**src/common/pswfr_params.svh**
```systemverilog
// Timing and encoding constants for the power switch fault reporter
`ifndef PSWFR_PARAMS_SVH
`define PSWFR_PARAMS_SVH
`define PSWFR_CLK_HZ 25000000
`define PSWFR_TEMP_PWM_HZ 9000
`define PSWFR_TEMP_PERIOD_CYC (`PSWFR_CLK_HZ / `PSWFR_TEMP_PWM_HZ)
`define PSWFR_MIN_PULSE_NS 30
`define PSWFR_CLK_NS 40
`define PSWFR_MIN_PULSE_CYC \
    ((`PSWFR_MIN_PULSE_NS + `PSWFR_CLK_NS - 1) / `PSWFR_CLK_NS)
`define PSWFR_DUTY_LO_PCT 3
`define PSWFR_DUTY_HI_PCT 82
`define PSWFR_BLANK_CYC 8'h05
`define PSWFR_SC_CLEAR_CYC 16'h0100
`define PSWFR_PIN_FILT_CYC 8'hFF
`define PSWFR_SLEW_GND 2'h0
`define PSWFR_SLEW_AUX 2'h1
`define PSWFR_SLEW_RES 2'h2
`define PSWFR_SLEW_OPEN 2'h3
`endif

```
**src/common/pswfr_pkg.sv**
```systemverilog
// Types shared by the power switch fault reporter
package pswfr_pkg;
    typedef enum logic [1:0] {
        PSWFR_IDM_BLANK = 2'h1,
        PSWFR_IDM_WATCH = 2'h0,
        PSWFR_IDM_ON = 2'h2
    } pswfr_idm_t;

    typedef struct packed {
        logic gan_hot;
        logic drv_hot;
        logic uv_low;
        logic oc_det;
        logic sc_det;
    } pswfr_sense_t;

    typedef struct packed {
        logic aux_regulator_en;
        logic bias_converter_en;
        logic switch_gate;
    } pswfr_power_t;
endpackage

```
**src/hw/pswfr_temp_pwm.sv**
```systemverilog
// Duty-coded die temperature output
`timescale 1ns/1ns
`include "pswfr_params.svh"
module pswfr_temp_pwm #(
    parameter int PERIOD = `PSWFR_TEMP_PERIOD_CYC
) (
    input wire logic clk_in,
    input wire logic resetn_in,
    input wire logic [7:0] temp_code_in,
    input wire logic over_temp_in,
    output logic temp_pwm_out
);
    typedef struct packed {
        logic [11:0] cnt;
        logic [11:0] width;
        logic pwm;
    } pswfr_pwm_st_t;
    pswfr_pwm_st_t st;
    pswfr_pwm_st_t next_st;
    localparam logic [11:0] LAST = 12'(PERIOD - 1);
    localparam int LO = PERIOD * `PSWFR_DUTY_LO_PCT / 100;
    localparam int SPAN =
        PERIOD * (`PSWFR_DUTY_HI_PCT - `PSWFR_DUTY_LO_PCT) / 100;

    // Width grows linearly with code; codes past 150C keep rising up to a cap of PERIOD-1 cycles
    function automatic logic [11:0] width_of(input logic [7:0] c);
        int w;
        w = LO + (SPAN * int'(c)) / 200;
        if (w < `PSWFR_MIN_PULSE_CYC) begin
            w = `PSWFR_MIN_PULSE_CYC;
        end
        if (w > PERIOD - 1) begin
            w = PERIOD - 1;
        end
        return 12'(w);
    endfunction

    // Value sampled once per period so a pulse is never cut short
    always_comb begin
        next_st = st;
        next_st.cnt = (st.cnt == LAST) ? 12'h000 : st.cnt + 12'h001;
        if (st.cnt == LAST) begin
            next_st.width = width_of(temp_code_in);
        end
        next_st.pwm = over_temp_in | (next_st.cnt < next_st.width);
    end

    always_ff @(posedge clk_in or negedge resetn_in) begin
        if (!resetn_in) begin
            st <= '0;
        end else begin
            st <= next_st;
        end
    end

    assign temp_pwm_out = st.pwm;
endmodule

```
**src/hw/pswfr_ideal_diode.sv**
```systemverilog
// Ideal-diode gate control used during switch-die overtemperature
`timescale 1ns/1ns
`include "pswfr_params.svh"
module pswfr_ideal_diode (
    input wire logic clk_in,
    input wire logic resetn_in,
    input wire logic active_in,
    input wire logic cmd_fall_in,
    input wire logic reverse_in,
    input wire logic forward_in,
    output logic gate_out
);
    typedef struct packed {
        pswfr_pkg::pswfr_idm_t state;
        logic [7:0] blank;
    } pswfr_idm_st_t;
    pswfr_idm_st_t st;
    pswfr_idm_st_t next_st;

    // Entry is always the watch state; a command fall forces blanking
    always_comb begin
        next_st = st;
        if (!active_in) begin
            next_st.state = pswfr_pkg::PSWFR_IDM_WATCH;
            next_st.blank = 8'h00;
        end else if (cmd_fall_in) begin
            next_st.state = pswfr_pkg::PSWFR_IDM_BLANK;
            next_st.blank = `PSWFR_BLANK_CYC;
        end else begin
            case (st.state)
                pswfr_pkg::PSWFR_IDM_BLANK: begin
                    // Fixed wait avoids sticking if no drain rise appears
                    next_st.blank = st.blank - 8'h01;
                    if (st.blank == 8'h01) begin
                        next_st.state = pswfr_pkg::PSWFR_IDM_WATCH;
                    end
                end
                pswfr_pkg::PSWFR_IDM_WATCH: begin
                    if (reverse_in) begin
                        next_st.state = pswfr_pkg::PSWFR_IDM_ON;
                    end
                end
                pswfr_pkg::PSWFR_IDM_ON: begin
                    if (forward_in) begin
                        next_st.state = pswfr_pkg::PSWFR_IDM_WATCH;
                    end
                end
                default: begin
                    next_st.state = pswfr_pkg::PSWFR_IDM_WATCH;
                end
            endcase
        end
    end

    always_ff @(posedge clk_in or negedge resetn_in) begin
        if (!resetn_in) begin
            st <= '0;
        end else begin
            st <= next_st;
        end
    end

    assign gate_out = (st.state == pswfr_pkg::PSWFR_IDM_ON);
endmodule

```
**src/hw/pswfr_top.sv**
```systemverilog
// Fault protection and reporting logic for a driven power switch
// What this block does
// - Switch-die overtemperature hands the switch to ideal-diode control.
// - Ideal-diode control: off for forward current, on for reverse current.
// - Driver overtemperature disables aux regulator, bias converter, switch.
// - No ideal-diode control during driver overtemperature; switch off.
// - Fault output asserts for either or both overtemperature states.
// - Fault clears and switching resumes only when both conditions clear.
// - Driver overtemperature clearing with switch-die hot resumes ideal-diode.
// - Supply lockout stops switching, holds switch off, drives fault low.
// - Aux regulator and bias converter enable on lockout release edge.
// - Monitored slew pin open holds switch off and asserts fault.
// - Variant without overcurrent output reports all faults on fault output.
// - Two-output codes: none 1/1, others 0/1, overcurrent 1/0, short 0/0.
// - Slew pin grounded selects 150V/ns, aux rail 100V/ns, resistor between.
// - Aux-tied slew pin detected once at power-up then no longer monitored.
// - Temperature output is PWM near 9kHz, refreshed once per period.
// - Duty spans about 3% to 82% over target range; least pulse 30ns.
// - Above 150C duty keeps rising linearly up to one cycle short of the period, then holds.
// - Overtemperature fault holds temperature output high until it clears.
// - Overcurrent indication clears when command goes low; next cycle normal.
// - Short-circuit latches switch off until command held low long enough.
`timescale 1ns/1ns
`include "pswfr_params.svh"
module pswfr_top #(
    parameter bit HAS_OC_PIN = 1'b1,
    parameter int SC_CLEAR_CYC = `PSWFR_SC_CLEAR_CYC
) (
    input wire logic CLK_IN,
    input wire logic RESETN_IN,
    input wire logic SWITCH_CMD_IN,
    input wire logic GAN_HOT_IN,
    input wire logic DRV_HOT_IN,
    input wire logic SUPPLY_LOW_LOCKOUT_IN,
    input wire logic OC_DETECT_IN,
    input wire logic SC_DETECT_IN,
    input wire logic REVERSE_CURRENT_IN,
    input wire logic FORWARD_CURRENT_IN,
    input wire logic [1:0] SLEW_SELECT_PIN_IN,
    input wire logic [7:0] TEMP_CODE_IN,
    input wire logic OVERCURRENT_FLAG_N_IN,
    output logic SWITCH_GATE_OUT,
    output logic SLOW_TURNOFF_OUT,
    output logic AUX_REGULATOR_EN_OUT,
    output logic BIAS_CONVERTER_EN_OUT,
    output logic [1:0] SLEW_SETTING_OUT,
    output logic FAULT_N_OUT,
    output logic OVERCURRENT_FLAG_N_OUT,
    output logic OVERCURRENT_FLAG_N_OE_OUT,
    output logic TEMP_PWM_OUT
);
    typedef struct packed {
        logic strap_done;
        logic fault_only;
        logic slew_locked;
        logic [1:0] slew;
        logic [1:0] slew_cand;
        logic [7:0] slew_filt;
        logic uv_prev;
        logic rails_on;
        logic cmd_prev;
        logic oc_latched;
        logic sc_latched;
        logic [15:0] low_cnt;
        logic gate;
        logic fault_n;
        logic oc_n;
    } pswfr_top_st_t;

    pswfr_top_st_t st;
    pswfr_top_st_t next_st;
    pswfr_pkg::pswfr_sense_t sense;
    logic idm_gate;
    logic cmd_fall;
    logic pin_open;
    logic hold_off;
    logic any_fault_level;

    assign sense = '{gan_hot: GAN_HOT_IN, drv_hot: DRV_HOT_IN,
                     uv_low: SUPPLY_LOW_LOCKOUT_IN, oc_det: OC_DETECT_IN,
                     sc_det: SC_DETECT_IN};
    assign cmd_fall = st.cmd_prev & ~SWITCH_CMD_IN;

    // Open slew pin only matters while the pin is still monitored
    assign pin_open = !st.slew_locked &&
        (st.slew == `PSWFR_SLEW_OPEN);
    assign hold_off = sense.uv_low | sense.drv_hot | pin_open
        | st.sc_latched;
    // Level faults that always pull the fault output low
    assign any_fault_level = sense.uv_low | sense.gan_hot | sense.drv_hot
        | pin_open;

    pswfr_ideal_diode u_idm (
        .clk_in(CLK_IN),
        .resetn_in(RESETN_IN),
        .active_in(sense.gan_hot & ~sense.drv_hot),
        .cmd_fall_in(cmd_fall),
        .reverse_in(REVERSE_CURRENT_IN),
        .forward_in(FORWARD_CURRENT_IN),
        .gate_out(idm_gate)
    );

    pswfr_temp_pwm u_pwm (
        .clk_in(CLK_IN),
        .resetn_in(RESETN_IN),
        .temp_code_in(TEMP_CODE_IN),
        .over_temp_in(sense.gan_hot | sense.drv_hot),
        .temp_pwm_out(TEMP_PWM_OUT)
    );

    // Next-state logic for straps, slew pin, current faults and outputs
    always_comb begin
        next_st = st;
        next_st.cmd_prev = SWITCH_CMD_IN;
        next_st.uv_prev = sense.uv_low;

        // Strap and aux-tie test happen once, on the first clock after reset
        if (!st.strap_done) begin
            next_st.strap_done = 1'b1;
            next_st.fault_only = HAS_OC_PIN ? ~OVERCURRENT_FLAG_N_IN
                : 1'b1;
            next_st.slew = SLEW_SELECT_PIN_IN;
            next_st.slew_cand = SLEW_SELECT_PIN_IN;
            next_st.slew_locked =
                (SLEW_SELECT_PIN_IN == `PSWFR_SLEW_AUX);
        end else if (!st.slew_locked) begin
            // Heavy filter: a new reading must hold for a long run
            if (SLEW_SELECT_PIN_IN != st.slew_cand) begin
                next_st.slew_cand = SLEW_SELECT_PIN_IN;
                next_st.slew_filt = 8'h00;
            end else if (st.slew_filt == `PSWFR_PIN_FILT_CYC) begin
                next_st.slew = st.slew_cand;
            end else begin
                next_st.slew_filt = st.slew_filt + 8'h01;
            end
        end

        // Rails come up on lockout release, drop on lockout or driver heat
        if (sense.uv_low | sense.drv_hot) begin
            next_st.rails_on = 1'b0;
        end else if (st.uv_prev & ~sense.uv_low) begin
            next_st.rails_on = 1'b1;
        end else if (!st.rails_on && !st.uv_prev && st.strap_done) begin
            // Driver heat cleared without a lockout edge: restart rails
            next_st.rails_on = 1'b1;
        end

        // Overcurrent is cycle by cycle; command low clears it even while detect is high
        if (sense.oc_det && SWITCH_CMD_IN) begin
            next_st.oc_latched = 1'b1;
        end else if (!SWITCH_CMD_IN) begin
            next_st.oc_latched = 1'b0;
        end

        // Short circuit latches until command low long enough
        if (sense.sc_det) begin
            next_st.sc_latched = 1'b1;
            next_st.low_cnt = 16'h0000;
        end else if (SWITCH_CMD_IN) begin
            next_st.low_cnt = 16'h0000;
        end else if (st.sc_latched) begin
            if (st.low_cnt >= 16'(SC_CLEAR_CYC - 1)) begin
                next_st.sc_latched = 1'b0;
                next_st.low_cnt = 16'h0000;
            end else begin
                next_st.low_cnt = st.low_cnt + 16'h0001;
            end
        end

        // Gate: forced off, ideal-diode, or following the command
        if (hold_off) begin
            next_st.gate = 1'b0;
        end else if (sense.gan_hot) begin
            next_st.gate = idm_gate;
        end else begin
            next_st.gate = SWITCH_CMD_IN & ~next_st.oc_latched
                & ~sense.oc_det;
        end

        // Reporting codes per mode
        if (st.fault_only) begin
            next_st.fault_n = ~(any_fault_level | next_st.oc_latched
                | next_st.sc_latched);
            next_st.oc_n = 1'b1;
        end else begin
            next_st.fault_n = ~(any_fault_level
                | next_st.sc_latched);
            next_st.oc_n = ~(next_st.oc_latched
                | next_st.sc_latched);
        end
    end

    // State register; fault output low until straps are read
    always_ff @(posedge CLK_IN or negedge RESETN_IN) begin
        if (!RESETN_IN) begin
            st <= '0;
        end else begin
            st <= next_st;
        end
    end

    assign SWITCH_GATE_OUT = st.gate;
    assign SLOW_TURNOFF_OUT = st.sc_latched;
    assign AUX_REGULATOR_EN_OUT = st.rails_on;
    assign BIAS_CONVERTER_EN_OUT = st.rails_on;
    // Slew code: ground 150V/ns, aux 100V/ns, resistor in between
    assign SLEW_SETTING_OUT = st.slew;
    assign FAULT_N_OUT = st.fault_n;
    assign OVERCURRENT_FLAG_N_OUT = st.oc_n;
    // Pin released during strap sampling so the tie can be read
    assign OVERCURRENT_FLAG_N_OE_OUT = HAS_OC_PIN && st.strap_done
        && !st.fault_only;
endmodule

```
**config.mk**
```make
export PLATFORM = sky130hd
export DESIGN_NAME = pswfr_top
export DESIGN_NICKNAME = d
export VERILOG_FILES = /design/src/common/pswfr_pkg.sv /design/src/hw/pswfr_temp_pwm.sv /design/src/hw/pswfr_ideal_diode.sv /design/src/hw/pswfr_top.sv
export VERILOG_INCLUDE_DIRS = /design/src /design/src/common
export SDC_FILE = /design/constraint.sdc
export NUM_CORES = 1
export LEC_CHECK = 0
export BUFFER_PORTS_ARGS = -buffer_cell sky130_fd_sc_hd__buf_4
export CAP_MARGIN = 30
export CORE_ASPECT_RATIO = 0.7
export CORE_MARGIN = 2
export CORE_UTILIZATION = 50
export CTS_BUF_LIST = sky130_fd_sc_hd__clkbuf_16
export DETAILED_ROUTE_END_ITERATION = 12
export HOLD_SLACK_MARGIN = 0.06
export MAX_ROUTING_LAYER = met4
export PLACE_DENSITY = 0.66
export SYNTH_ARGS = -nofsm -noshare
export SYNTH_HDL_FRONTEND = slang
export SYNTH_HIERARCHICAL = 1
export SYNTH_SLANG_ARGS = --single-unit
```
**constraint.sdc**
```tcl
create_clock -name CLK_IN -period 3.6 [get_ports CLK_IN]
set_input_delay 0.72 -clock CLK_IN [delete_from_list [all_inputs] [get_ports CLK_IN]]
set_output_delay 0.72 -clock CLK_IN [all_outputs]
set_load 0.005 [all_outputs]
```
==> qor.yml <==
yosys.area.top_type_share_pct: 23.0
timing.final.hold_violations: 0
clk_pin_slew_ns: 0.06
wl_per_cell_um: 20.9
crit_path_max_fanout: 8
synthTopCellsByArea: "dfrtp_1, ha_1, nand2_1"
clock_latency_ns: 0.34
numPortBuffers: 30
rsz0062_at_grt: "true"
regToRegSetupSlack_ns: 0.11
clk_path_buf_depth: 2
syn_area_per_cell_um2: 8.39
grt.total_usage_pct: 32.4
grt_max_degree: 75
fmaxAchievable_mhz: 78.1
drive_gt1_share_pct: 48.1
place_hpwl_mm: 19.5
core_mm2: 0.0156
ctsHoldBuffers: 0
viasPerCell: 6.51
cp_slowest_cell: "a2111o_1"
pin_count: 31
crit_top_cell: "buf_4"
floorplan.initialDensity_pct: 51.6
drv_cap: 0
nets: 1419
fin_crit_ns: 12.81
cp.arrival_ns: 13.08
syn_nets: 1032
grt_pass1_vias: 8821
fin_skew_ns: 0.00640
root_buffer: "clkbuf_16"
cts_buffers: 9
path_class: "in2reg"
stdcell_count: 1551
overflow: 0
antenna_cells: 0
vias: 10104
grt_pass1_wl_mm: 43.7
die_w_um: 156
placed_cells: 1438
setup_ws_ns: -9.21
report.final.slew_viol_count: 0
dieArea_mm2: 0.0171
cp-end-kind: "flop"
htreeDepth: 3
holdPathStages: 1
status: "complete, but fails checks"
fp.dieH_um: 110
r2r-end: "u_pwm/temp_pwm_out$_DFF_PN0_"
drc_errors: 0
cts_tree: "done"
synth-main-ff-cell: "dfrtp_1"
worst_r2r_path_depth: 15
place_ws_ns: -9.10
synth_edf_count: 0
critPathMaxStageDelay_ns: 0.52
async_flop_share_pct: 100
area_growth_pct: 60.0
start_kind: "input port"
num_rows: 38
postRouteAntennaNets: 0
routed_wl_mm: 32.4
hold_path_class: "reg2reg"
synth.ff_latch_count: 74
nFillCells: 879
synth_top_area_cell: "dfrtp_1"
r2r_start: "u_pwm/st[15]$_DFF_PN0_"
dr.pass1.iters: 6
critPathRequiredTime_ns: 3.87
period_share_pct: 356
yosysWarningCount: 6
max-slew-margin-rel_pct: 37.2
ys_types: 119
worst_pin_slew_ns: 0.935
worstHoldStart: "st[23]$_DFF_PN0_"
violations: "setup timing"
ys_seq_area_share_pct: 23.0
antenna_found_initial: 0
drtIter0Drc: 1167
min_to: "AUX_REGULATOR_EN_OUT$_DFFE_PN0P_"
place.gp.congestion: 0.949
syn_area_mm2: 0.00804
syn_inst: 959
cts.sinks: 74
setup_viol: 13
## metrics by stage
stage	hold WS (ns)	utilization (%)	area, µm²	TNS, ns
final	0.471	82.5	12900	-105.40
after global placement	0.456	69.2	10800	-103.66
after CTS	0.473	76.3	11900	-95.13
after global routing	0.492	82.5	12900	-108.59
after floorplan	0.424	-	8420	-93.76
after detailed placement	0.459	69.2	10800	-104.22
## cell type report
cell class	instances	area, µm²	share of cell area [%]
inverters	38	143	1.11
well taps	200	250	1.94
repair buffers	410	3230	25.1
flip-flops and latches	74	1850	14.4
multi-input cells	813	7060	54.9
clock inverters	7	100	0.778
clock buffers	9	225	1.75
## what timing repair did
item                       in CTS  in global routing
cloned                          0                  1
gates resized for setup        77                115
pin swaps                      70                 78
setup endpoints to repair      13                 13
buffers inserted               55                 49
## worst max-delay path, delay by kind of cell
kind                       cells  cell delay [ns]
AOI/OAI and AO/OA             26             5.31
and+or+nand+nor               16             3.24
buffers and inverters         14             1.82
adders and majority gates      6             1.58
muxes                          2             0.21
xor gates and xnor gates       1             0.17
## Yosys cell counts (all sizes together) (16+ instances only)
cell type  number
a211oi         17
nor2           73
o21ai          56
and2           21
a31oi          16
o21a           17
xnor2          25
dfrtp          74
nand4          17
nor4           16
nor3           32
buf            24
ha             48
nand3          36
nand2b         18
nand2          84
inv            38
xor2           16
a21o           20
o211ai         23
a21oi          52
## cell families (layout without fill, tap and decap cells)
logic type,Yosys count,count (layout),share of synthesized area [%]
muxes,22,22,2.89
other,1,1,0.0466
adders and majority gates,56,56,9.01
AOI/OAI and AO/OA,317,317,30.0
buffers and inverters,72,464,4.32
DFF,74,74,23.0
and+or+nand+nor,376,376,26.0
xor gates and xnor gates,41,41,4.65
## worst max path at each step
| stage | start | slack (ns) | cells past startpoint | to |
|---|---|---|---|---|
| 2_1_floorplan | TEMP_CODE_IN[3] | -8.37 | 59 | u_pwm/temp_pwm_out$_DFF_PN0_ |
| 4_1_cts | TEMP_CODE_IN[3] | -8.36 | 60 | u_pwm/temp_pwm_out$_DFF_PN0_ |
| 6_report | TEMP_CODE_IN[4] | -9.21 | 65 | u_pwm/temp_pwm_out$_DFF_PN0_ |
| 3_3_place_gp | TEMP_CODE_IN[3] | -9.02 | 55 | u_pwm/temp_pwm_out$_DFF_PN0_ |
| 5_1_grt | TEMP_CODE_IN[4] | -9.62 | 70 | u_pwm/temp_pwm_out$_DFF_PN0_ |
| 3_5_place_dp | TEMP_CODE_IN[3] | -9.10 | 56 | u_pwm/temp_pwm_out$_DFF_PN0_ |
## metal layers
layer	GRT usage (%)	up-vias	share of wire, %
li1	-	4446	-
met1	47.6	4821	43
met2	46.3	678	43
met3	6.41	159	9.8
met4	6.03	0	3.8
met5	-	-	0
## layout by cell type (no fill, tap or decap), types with 10 or more instances in the layout
cell,Yosys,routed
nand2b_1,17,14
nand4_1,16,16
o21ai_0,41,32
ha_4,0,13
xnor2_1,25,22
inv_1,36,32
nand3_1,36,29
nor3_1,29,17
nor2_1,72,62
xor2_1,14,12
o21a_1,17,14
o21ai_1,13,12
mux2i_1,15,10
ha_1,48,34
a21oi_1,47,37
buf_6,4,20
buf_4,9,382
nand2_1,82,79
dfrtp_1,74,74
a21o_1,19,17
o211ai_1,22,22
and2_1,18,16
## state kept, by name (all words and copies together) (netlist names)
register,cells
AUX_REGULATOR_EN_OUT,1
FAULT_N_OUT,1
OVERCURRENT_FLAG_N_OUT,1
SLEW_SETTING_OUT,2
SLOW_TURNOFF_OUT,1
SWITCH_GATE_OUT,1
st,32
u_idm/st,10
u_pwm/st,24
u_pwm/temp_pwm_out,1
Power is not shown: default switching activity piles up to over one toggle a cycle in this logic, so the estimate is an artifact.
